### config.mk
export PLATFORM = sky130hd
export DESIGN_NAME = aei_reg_bank
export DESIGN_NICKNAME = d
export VERILOG_FILES = /design/src/inc/aei_pkg.sv /design/src/core/aei_flag_bank.sv /design/src/core/aei_reg_bank.sv /design/src/core/aei_wb_slave.sv
export VERILOG_INCLUDE_DIRS = /design/src /design/src/inc
export SDC_FILE = /design/constraint.sdc
export NUM_CORES = 1
export LEC_CHECK = 0
export BUFFER_PORTS_ARGS = -buffer_cell sky130_fd_sc_hd__buf_2
export CAP_MARGIN = 20
export CORE_MARGIN = 3
export CORE_UTILIZATION = 50
export CTS_CLUSTER_SIZE = 10
export DETAILED_ROUTE_END_ITERATION = 8
export PLACE_DENSITY = 0.89
export SYNTH_ARGS = -nofsm -noshare
export SYNTH_HDL_FRONTEND = slang
export SYNTH_SLANG_ARGS = --single-unit
### constraint.sdc
create_clock -name I_CLK -period 3.4 [get_ports I_CLK]
set_input_delay 0.17 -clock I_CLK [delete_from_list [all_inputs] [get_ports I_CLK]]
set_output_delay 0.17 -clock I_CLK [all_outputs]
set_load 0.005 [all_outputs]
### src/inc/aei_consts.svh
// Named constants for the early-interrupt and input-mode register bank.
// Assumes it is included by bare name wherever the names are needed.
`ifndef AEI_CONSTS_SVH
`define AEI_CONSTS_SVH

// Width of the Wishbone byte address seen by the bank.
`define AEI_ADR_W          8

// Byte offsets of the five registers, one aligned 32-bit word each.
`define AEI_OFS_EIE_LO     8'h00
`define AEI_OFS_EIE_HI     8'h04
`define AEI_OFS_FLG_LO     8'h08
`define AEI_OFS_FLG_HI     8'h0c
`define AEI_OFS_MODE       8'h10

// Reset values of a 16-bit register and of the read-data word.
`define AEI_RST_REG16      16'h0000
`define AEI_RST_WORD       32'h0000_0000

// Implemented bits of the high enable and high flag registers.
`define AEI_HI_MASK        16'h003f

// Layout of the input-mode register: two bits per channel.
`define AEI_MODE_STRIDE    2
`define AEI_MODE_PAIR_INPUT_SELECT_POS  1
`define AEI_MODE_SIGN_POS  0

// Channel counts.
`define AEI_NUM_CH         22
`define AEI_LO_CH          16
`define AEI_MODE_CH        8

`endif

### src/inc/aei_pkg.sv
// Types and decode helpers shared by the register bank files.
// Assumes the constants header is reachable on the include path.
`include "aei_consts.svh"

package aei_pkg;

   // One Wishbone request as the master holds it during a cycle.
   typedef struct packed {
      logic [`AEI_ADR_W-1:0] adr;   // Byte address.
      logic                  we;    // High for a write.
      logic [3:0]            sel;   // Byte lane selects.
      logic [31:0]           dat;   // Write data.
   } aei_wb_req_s;

   // Register chosen by an address; none for an unmapped one.
   typedef enum logic [2:0] {
      AEI_REG_EIE_LO,
      AEI_REG_EIE_HI,
      AEI_REG_FLG_LO,
      AEI_REG_FLG_HI,
      AEI_REG_MODE,
      AEI_REG_NONE
   } aei_reg_e;

   // States of the bus slave.
   typedef enum logic {
      AEI_WB_IDLE,
      AEI_WB_ACK
   } aei_wb_st_e;

   // A 16-bit register value.
   typedef logic [15:0] aei_half_t;

   // Maps a byte address onto a register; low address bits must be zero.
   function automatic aei_reg_e aei_decode(input logic [`AEI_ADR_W-1:0] adr);
      case (adr)
         `AEI_OFS_EIE_LO: aei_decode = AEI_REG_EIE_LO;
         `AEI_OFS_EIE_HI: aei_decode = AEI_REG_EIE_HI;
         `AEI_OFS_FLG_LO: aei_decode = AEI_REG_FLG_LO;
         `AEI_OFS_FLG_HI: aei_decode = AEI_REG_FLG_HI;
         `AEI_OFS_MODE:   aei_decode = AEI_REG_MODE;
         default:         aei_decode = AEI_REG_NONE;
      endcase
   endfunction

endpackage

### src/core/aei_flag_bank.sv
// Per-channel early-interrupt flags and forwarded request pulses.
// Assumes event and buffer-read inputs are one-cycle synchronous pulses.
`timescale 1ns/1ns
`default_nettype none
`include "aei_consts.svh"

module aei_flag_bank #(
   parameter int NUM_CH = `AEI_NUM_CH   // Number of analog channels.
) (
   input  wire logic              i_clk,     // Bus clock.
   input  wire logic              i_rst,     // Asynchronous reset.
   input  wire logic [NUM_CH-1:0] i_evt,     // Raw early events.
   input  wire logic [NUM_CH-1:0] i_en,      // Early-interrupt enables.
   input  wire logic [NUM_CH-1:0] i_buf_rd,  // Result buffer was read.
   input  wire logic [NUM_CH-1:0] i_sw_clr,  // Software one-to-clear.
   output logic      [NUM_CH-1:0] o_flag,    // Sticky flags.
   output logic      [NUM_CH-1:0] o_req      // Forwarded requests.
);

   genvar k;

   // Each channel has its own flag and request flip-flop.
   generate
      for (k = 0; k < NUM_CH; k++) begin : g_ch
         logic fire;     // Enabled event this cycle.
         logic flag_d;   // Next flag.
         logic flag_q;   // Flag.
         logic req_q;    // Registered request pulse.

         // An event counts only while its channel is enabled.
         assign fire = i_evt[k] & i_en[k];

         // A new event beats a clear in the same cycle, so none is lost.
         always_comb begin
            flag_d = fire | (flag_q & ~(i_buf_rd[k] | i_sw_clr[k]));
         end

         // Flag and request registers.
         always_ff @(posedge i_clk or posedge i_rst) begin
            if (i_rst) begin
               flag_q <= 1'b0;
               req_q  <= 1'b0;
            end else begin
               flag_q <= flag_d;
               req_q  <= fire;
            end
         end

         assign o_flag[k] = flag_q;
         assign o_req[k]  = req_q;
      end
   endgenerate

endmodule

`default_nettype wire

### src/core/aei_reg_bank.sv
// Top of the early-interrupt and input-mode register bank.
// Assumes a classic Wishbone master on the bus clock and synchronous
// event and buffer-read pulses from the converter side.
`timescale 1ns/1ns
`default_nettype none
`include "aei_consts.svh"

// Notes on behaviour
// - One enable bit per channel, low/high.
// - Flag sets when a channel's early interrupt fires.
// - Result buffer read clears that channel's flag.
// - High registers bits 15..6 read zero, ignore writes.
// - Odd bit 2k+1 selects differential for channel k.
// - Even bit 2k selects signed output for channel k.
module aei_reg_bank #(
   parameter int NUM_CH  = `AEI_NUM_CH,   // Analog channels in total.
   parameter int MODE_CH = `AEI_MODE_CH   // Channels with mode bits here.
) (
   input  wire logic                  I_CLK,            // Bus clock.
   input  wire logic                  I_RST,            // Async reset.
   input  wire logic                  I_WB_CYC,         // Bus cycle.
   input  wire logic                  I_WB_STB,         // Strobe.
   input  wire logic                  I_WB_WE,          // Write enable.
   input  wire logic [`AEI_ADR_W-1:0] I_WB_ADR,         // Byte address.
   input  wire logic [3:0]            I_WB_SEL,         // Byte lanes.
   input  wire logic [31:0]           I_WB_DAT,         // Write data.
   output logic      [31:0]           O_WB_DAT,         // Read data.
   output logic                       O_WB_ACK,         // Acknowledge.
   input  wire logic [NUM_CH-1:0]     I_EARLY_EVT,      // Early events.
   input  wire logic [NUM_CH-1:0]     I_BUF_RD,         // Buffer reads.
   output logic      [NUM_CH-1:0]     O_EARLY_REQ,      // Requests out.
   output logic      [MODE_CH-1:0]    O_PAIR_INPUT_SEL, // Differential.
   output logic      [MODE_CH-1:0]    O_SIGNED_OUT,     // Signed result.
   output logic                       O_IRQ             // Interrupt.
);
   import aei_pkg::*;

   // Channels that live in the high enable and flag registers.
   localparam int HI_CH = NUM_CH - `AEI_LO_CH;
   // Width of the input-mode register.
   localparam int MODE_W = MODE_CH * `AEI_MODE_STRIDE;

   // Builds a 16-bit lane mask from the two low byte selects.
   function automatic aei_half_t lane_mask(input logic [1:0] sel);
      lane_mask = {{8{sel[1]}}, {8{sel[0]}}};
   endfunction

   // Replaces the selected byte lanes of a value with new data.
   function automatic aei_half_t merge(input aei_half_t old_v,
                                       input aei_half_t new_v,
                                       input logic [1:0] sel);
      aei_half_t m;
      m     = lane_mask(sel);
      merge = (old_v & ~m) | (new_v & m);
   endfunction

   aei_wb_req_s            req;        // Request as one bundle.
   logic                   wb_load;    // Capture read data this edge.
   logic                   wb_wr;      // Write takes effect this edge.
   aei_reg_e               wb_reg;     // Decoded register.
   aei_half_t              wdat;       // Low half of write data.
   aei_half_t              wmask;      // Lanes that are written.

   logic [`AEI_LO_CH-1:0]  eie_lo_q;   // Enables, channels 0..15.
   logic [`AEI_LO_CH-1:0]  eie_lo_d;   // Next low enables.
   logic [HI_CH-1:0]       eie_hi_q;   // Enables, channels 16 and up.
   logic [HI_CH-1:0]       eie_hi_d;   // Next high enables.
   logic [MODE_W-1:0]      mode_q;     // Input-mode register.
   logic [MODE_W-1:0]      mode_d;     // Next input-mode value.
   logic [31:0]            rdata_q;    // Registered read data.
   logic [31:0]            rdata_d;    // Next read data.
   logic [31:0]            rd_mux;     // Value of the addressed register.
   aei_half_t              hi_wr;      // High write data after merge.

   logic [NUM_CH-1:0]      en_all;     // All enables side by side.
   logic [NUM_CH-1:0]      flags;      // All sticky flags.
   logic [NUM_CH-1:0]      sw_clr;     // Software one-to-clear vector.
   aei_half_t              clr_lo;     // Clear bits for low flags.
   aei_half_t              clr_hi;     // Clear bits for high flags.

   // Bundle the bus signals; the master holds them for the whole cycle.
   assign req.adr = I_WB_ADR;
   assign req.we  = I_WB_WE;
   assign req.sel = I_WB_SEL;
   assign req.dat = I_WB_DAT;

   // Only the low half of the word carries register bits.
   assign wdat  = I_WB_DAT[15:0];
   assign wmask = lane_mask(I_WB_SEL[1:0]);

   // Bus slave front end with a registered acknowledge.
   aei_wb_slave u_wb (
      .i_clk  (I_CLK),
      .i_rst  (I_RST),
      .i_cyc  (I_WB_CYC),
      .i_stb  (I_WB_STB),
      .i_req  (req),
      .o_ack  (O_WB_ACK),
      .o_load (wb_load),
      .o_wr   (wb_wr),
      .o_reg  (wb_reg)
   );

   // Enables form one vector, channel 0 in bit 0.
   assign en_all = {eie_hi_q, eie_lo_q};

   // Writing ones to a flag register clears those flags; writing zeros
   // does nothing, so software cannot fake an event by a write.
   always_comb begin
      clr_lo = `AEI_RST_REG16;
      clr_hi = `AEI_RST_REG16;
      if (wb_wr && wb_reg == AEI_REG_FLG_LO) begin
         clr_lo = wdat & wmask;
      end
      if (wb_wr && wb_reg == AEI_REG_FLG_HI) begin
         clr_hi = wdat & wmask & `AEI_HI_MASK;
      end
   end

   assign sw_clr = {clr_hi[HI_CH-1:0], clr_lo};

   // Flags and request pulses for every channel.
   aei_flag_bank #(
      .NUM_CH (NUM_CH)
   ) u_flags (
      .i_clk    (I_CLK),
      .i_rst    (I_RST),
      .i_evt    (I_EARLY_EVT),
      .i_en     (en_all),
      .i_buf_rd (I_BUF_RD),
      .i_sw_clr (sw_clr),
      .o_flag   (flags),
      .o_req    (O_EARLY_REQ)
   );

   // Next values of the software-written registers.
   always_comb begin
      eie_lo_d = eie_lo_q;
      eie_hi_d = eie_hi_q;
      mode_d   = mode_q;
      hi_wr    = `AEI_RST_REG16;
      if (wb_wr) begin
         case (wb_reg)
            AEI_REG_EIE_LO: begin
               eie_lo_d = merge(eie_lo_q, wdat, I_WB_SEL[1:0]);
            end
            AEI_REG_EIE_HI: begin
               // Bits above the implemented ones are dropped here.
               hi_wr    = merge(16'(eie_hi_q), wdat, I_WB_SEL[1:0]);
               hi_wr    = hi_wr & `AEI_HI_MASK;
               eie_hi_d = hi_wr[HI_CH-1:0];
            end
            AEI_REG_MODE: begin
               mode_d = merge(mode_q, wdat, I_WB_SEL[1:0]);
            end
            default: begin
               // Flag writes act through the clear vector; unmapped
               // writes are acknowledged and have no effect.
               eie_lo_d = eie_lo_q;
            end
         endcase
      end
   end

   // Software-written registers; all clear to zero at reset.
   always_ff @(posedge I_CLK or posedge I_RST) begin
      if (I_RST) begin
         eie_lo_q <= `AEI_RST_REG16;
         eie_hi_q <= '0;
         mode_q   <= `AEI_RST_REG16;
      end else begin
         eie_lo_q <= eie_lo_d;
         eie_hi_q <= eie_hi_d;
         mode_q   <= mode_d;
      end
   end

   // Value of the addressed register, zero-extended to the bus word.
   // Unimplemented high bits and unmapped addresses read as zero.
   always_comb begin
      case (wb_reg)
         AEI_REG_EIE_LO: rd_mux = 32'(eie_lo_q);
         AEI_REG_EIE_HI: rd_mux = 32'(eie_hi_q);
         AEI_REG_FLG_LO: rd_mux = 32'(flags[`AEI_LO_CH-1:0]);
         AEI_REG_FLG_HI: rd_mux = 32'(flags[NUM_CH-1:`AEI_LO_CH]);
         AEI_REG_MODE:   rd_mux = 32'(mode_q);
         default:        rd_mux = `AEI_RST_WORD;
      endcase
   end

   // Read data is captured one edge before the ack and held with it.
   // A flag that clears in the ack cycle still reads as it was.
   always_comb begin
      rdata_d = rdata_q;
      if (wb_load) begin
         rdata_d = rd_mux;
      end
   end

   // Read-data register.
   always_ff @(posedge I_CLK or posedge I_RST) begin
      if (I_RST) begin
         rdata_q <= `AEI_RST_WORD;
      end else begin
         rdata_q <= rdata_d;
      end
   end

   assign O_WB_DAT = rdata_q;

   // Spread the paired mode bits onto one output per channel.
   genvar c;
   generate
      for (c = 0; c < MODE_CH; c++) begin : g_mode
         // Odd position: differential pair input.
         assign O_PAIR_INPUT_SEL[c] =
            mode_q[c * `AEI_MODE_STRIDE + `AEI_MODE_PAIR_INPUT_SELECT_POS];
         // Even position: signed result format.
         assign O_SIGNED_OUT[c] =
            mode_q[c * `AEI_MODE_STRIDE + `AEI_MODE_SIGN_POS];
      end
   endgenerate

   // The enables double as the interrupt mask; the line stays high
   // while any enabled flag is set, with no extra latency.
   assign O_IRQ = |(flags & en_all);

endmodule

`default_nettype wire

### src/core/aei_wb_slave.sv
// Classic Wishbone slave front end: registered acknowledge and decode.
// Assumes a master that holds its request until it sees the acknowledge.
`timescale 1ns/1ns
`default_nettype none

module aei_wb_slave (
   input  wire logic                i_clk,      // Bus clock.
   input  wire logic                i_rst,      // Asynchronous reset.
   input  wire logic                i_cyc,      // Bus cycle.
   input  wire logic                i_stb,      // Strobe.
   input  wire aei_pkg::aei_wb_req_s i_req,     // Held request.
   output logic                     o_ack,      // Acknowledge.
   output logic                     o_load,     // Capture read data now.
   output logic                     o_wr,       // Write takes effect now.
   output aei_pkg::aei_reg_e        o_reg       // Decoded register.
);
   import aei_pkg::*;

   aei_wb_st_e st_q;   // Current slave state.
   aei_wb_st_e st_d;   // Next slave state.
   logic       req;    // A request is on the bus.

   assign req = i_cyc & i_stb;

   // One idle cycle then one acknowledge cycle; the ack drops by itself
   // so a request that stays up does not get a second answer early.
   always_comb begin
      st_d = st_q;
      case (st_q)
         AEI_WB_IDLE: begin
            if (req) begin
               st_d = AEI_WB_ACK;
            end
         end
         AEI_WB_ACK: begin
            st_d = AEI_WB_IDLE;
         end
         default: begin
            st_d = AEI_WB_IDLE;
         end
      endcase
   end

   // State register.
   always_ff @(posedge i_clk or posedge i_rst) begin
      if (i_rst) begin
         st_q <= AEI_WB_IDLE;
      end else begin
         st_q <= st_d;
      end
   end

   // The write lands on the edge where the master samples the ack.
   assign o_ack  = (st_q == AEI_WB_ACK);
   assign o_load = req & (st_q == AEI_WB_IDLE);
   assign o_wr   = req & i_req.we & (st_q == AEI_WB_ACK);
   assign o_reg  = aei_decode(i_req.adr);

endmodule

`default_nettype wire

==> reports/qor.yml <==
fin_skew_ns: 0.0111
register_area_um2: 2480
routedWlPerCell_um: 18.0
synth_seq_cells: 99
critPathKind: "register to register"
grt_pass1_wl_mm: 18.0
dr.pass1.iters: 4
cp-end-kind: "register"
fin_tns_setup_ns: 0
critPathLaunchType: "register"
ys.flop_type: "dfrtp_1"
clock.fmax_mhz: 479
outcome: "finished, final reports clean"
fillers: 764
synth-simple-area-share_pct: 8.37
cp-startpoint: "u_wb.o_ack"
synthMuxAreaShare_pct: 14.0
cts_tree: "done"
dp_hpwl_mm: 8.56
grt_overflow: 0
insertedDiodeCount: 0
utilization_pct: 60.9
drt.antenna.violating_nets: 0
synthDistinctLibCells: 34
num_vias: 3472
ys_seq_area_share_pct: 53.6
post-cts-setup-buffer-count: 0
arrival_ns: 2.28
start_util_pct: 52.2
core_area_um2: 8850
grt_pass1_vias: 3623
power.leakage_nw: 3.08
synth-xor-area-share_pct: 0
dieArea_um2: 10400
synth_area_per_cell_um2: 11.1
clock-sinks: 99
synth_edf_count: 0
ir_worst_vdd_v: 0.000236
period_minus_slack_ns: 2.09
synth-compound-area-share_pct: 12.8
hold_class: "input pin to asynchronous set/reset pin"
grtUsageTotal_pct: 22.7
drc: 0
drive_gt1_share_pct: 36.9
required_ns: 3.59
synth_fa_ha_area_share_pct: 0
io_buffers: 130
relSlewSlack_pct: 32.0
cts_buffers: 9
synth_top_family_by_area: "multiplexers"
via_per_inst: 5.39
fin_crit_sh_pct: 61.4
hold_buffers: 2
regToRegStartpoint: "u_wb.o_ack"
syn2layout_area_growth_pct: 16.7
die_w_um: 102
rsz0062_at_grt: "no"
yosys_warnings: 0
hold_violations: 0
synth_area_um2: 4620
slew_violations: 0
post_cts_resized: 0
gp_congestion: 0.828
multi_input_area_um2: 1690
layout.nets: 625
maxCapViolCount: 0
ioPinCount: 165
synthCells: 416
clock_path_buffers: 2
htreeDepth: 3
worstPathMaxFanout: 6
finalSetupViolCount: 0
die_h_um: 102
tightest_slew_ns: 1.01
powerDensity_nw_per_um2: 394
clock_latency_ns: 0.36
antenna_found_initial: 1
rows: 34
cts.clk_slew.worst_paths_ns: 0.10
cts-root-buf: "clkbuf_8"
async_flop_share_pct: 100
wl_mm: 11.6
grt_max_degree: 75
drtIter0Drc: 203
-- logic make-up (layout without fill, tap and decap cells) --
group / after synthesis / in the layout
buffers and inverters: 93 / 198
other: 1 / 16
flip-flops: 99 / 99
AND/OR/NAND/NOR: 68 / 68
AO/OA/AOI/OAI: 95 / 95
multiplexers: 60 / 60
-- cell type report --
cell class	instances	area share, %
multi-input combinational	239	31.3
clock inverter	4	1.42
sequential	99	46.0
tap	108	2.51
timing repair buffer	137	13.1
inverter	46	3.25
clock buffer	11	2.44
-- path summary, 6_finish.rpt --
check / slack (ns) / end / cells past startpoint
max: 1.31 / u_flags.g_ch[17].flag_q / 4
min: 0.004 / u_flags.g_ch[11].flag_q / 2
max reg2reg: 1.31 / u_flags.g_ch[17].flag_q / 4
min reg2reg: 0.49 / O_WB_DAT[3] / 2
max in group asynchronous: 2.63 / u_flags.g_ch[6].req_q / 3
min in group I_CLK: 0.02 / u_flags.g_ch[9].flag_q / 2
-- cells in the mapped netlist (2+ instances only) --
cell | count | area [µm²]
nand2b_1 | 3 | 18.8
mux2_2 | 38 | 428
mux2i_1 | 22 | 220
o22ai_1 | 6 | 37.5
inv_1 | 46 | 173
nor4_4 | 3 | 63.8
nor3_1 | 2 | 10.0
or2_2 | 2 | 12.5
a22o_1 | 14 | 123
nor2_1 | 3 | 11.3
o21ai_0 | 17 | 85.1
a21oi_1 | 28 | 140
a22oi_1 | 3 | 22.5
nand4_1 | 2 | 12.5
clkbuf_1 | 5 | 18.8
dfrtp_1 | 99 | 2480
and4_1 | 2 | 17.5
a221oi_1 | 4 | 35.0
buf_4 | 40 | 300
a31oi_1 | 22 | 138
nor4b_1 | 2 | 17.5
nand2_1 | 41 | 154
-- cells in the final DEF (no fill, tap or decap), types with 9 or more instances in the layout --
cell	instances
buf_2	130
dfrtp_1	99
inv_1	45
nand2_1	41
mux2_2	38
a21oi_1	28
mux2i_1	22
a31oi_1	22
o21ai_0	17
conb_1	16
a22o_1	14
clkbuf_8	9
-- worst max-delay path, cell delays in order (launching register included) --
cell,delay [ns]
dfrtp_1,0.37
and4_1,0.28
nand2_1,0.20
nor3_1,0.87
a31oi_1,0.21
-- stage by stage --
stage	cell area [µm²]	total power, mW	cells	hold WS (ns)	setup slack, ns
finish	5390	2.12	644	0.00438	1.31
global route	5390	2.20	644	0.00653	1.13
CTS	5390	2.14	644	0.000240	1.30
detailed placement	5160	1.34	627	0.379	1.32
global placement	5160	1.34	627	0.375	1.46
floorplan	4680	1.28	431	0.267	0.640
-- routing by layer --
metal / part of all wire [%] / track usage (%)
met1: 41 / 28.7
met3: 6.6 / 4.51
met5: 0.11 / 0
met4: 0.90 / 6.86
met2: 51 / 39.7
-- where the power goes --
part	internal [mW]	total [mW]	switching, mW	leakage [nW]
Clock	0.413	0.807	0.394	0.0996
Combinational	0.0493	0.137	0.0876	1.60
Sequential	1.18	1.18	0.00189	1.38
Note: power is estimated with default switching activity, not from simulation.
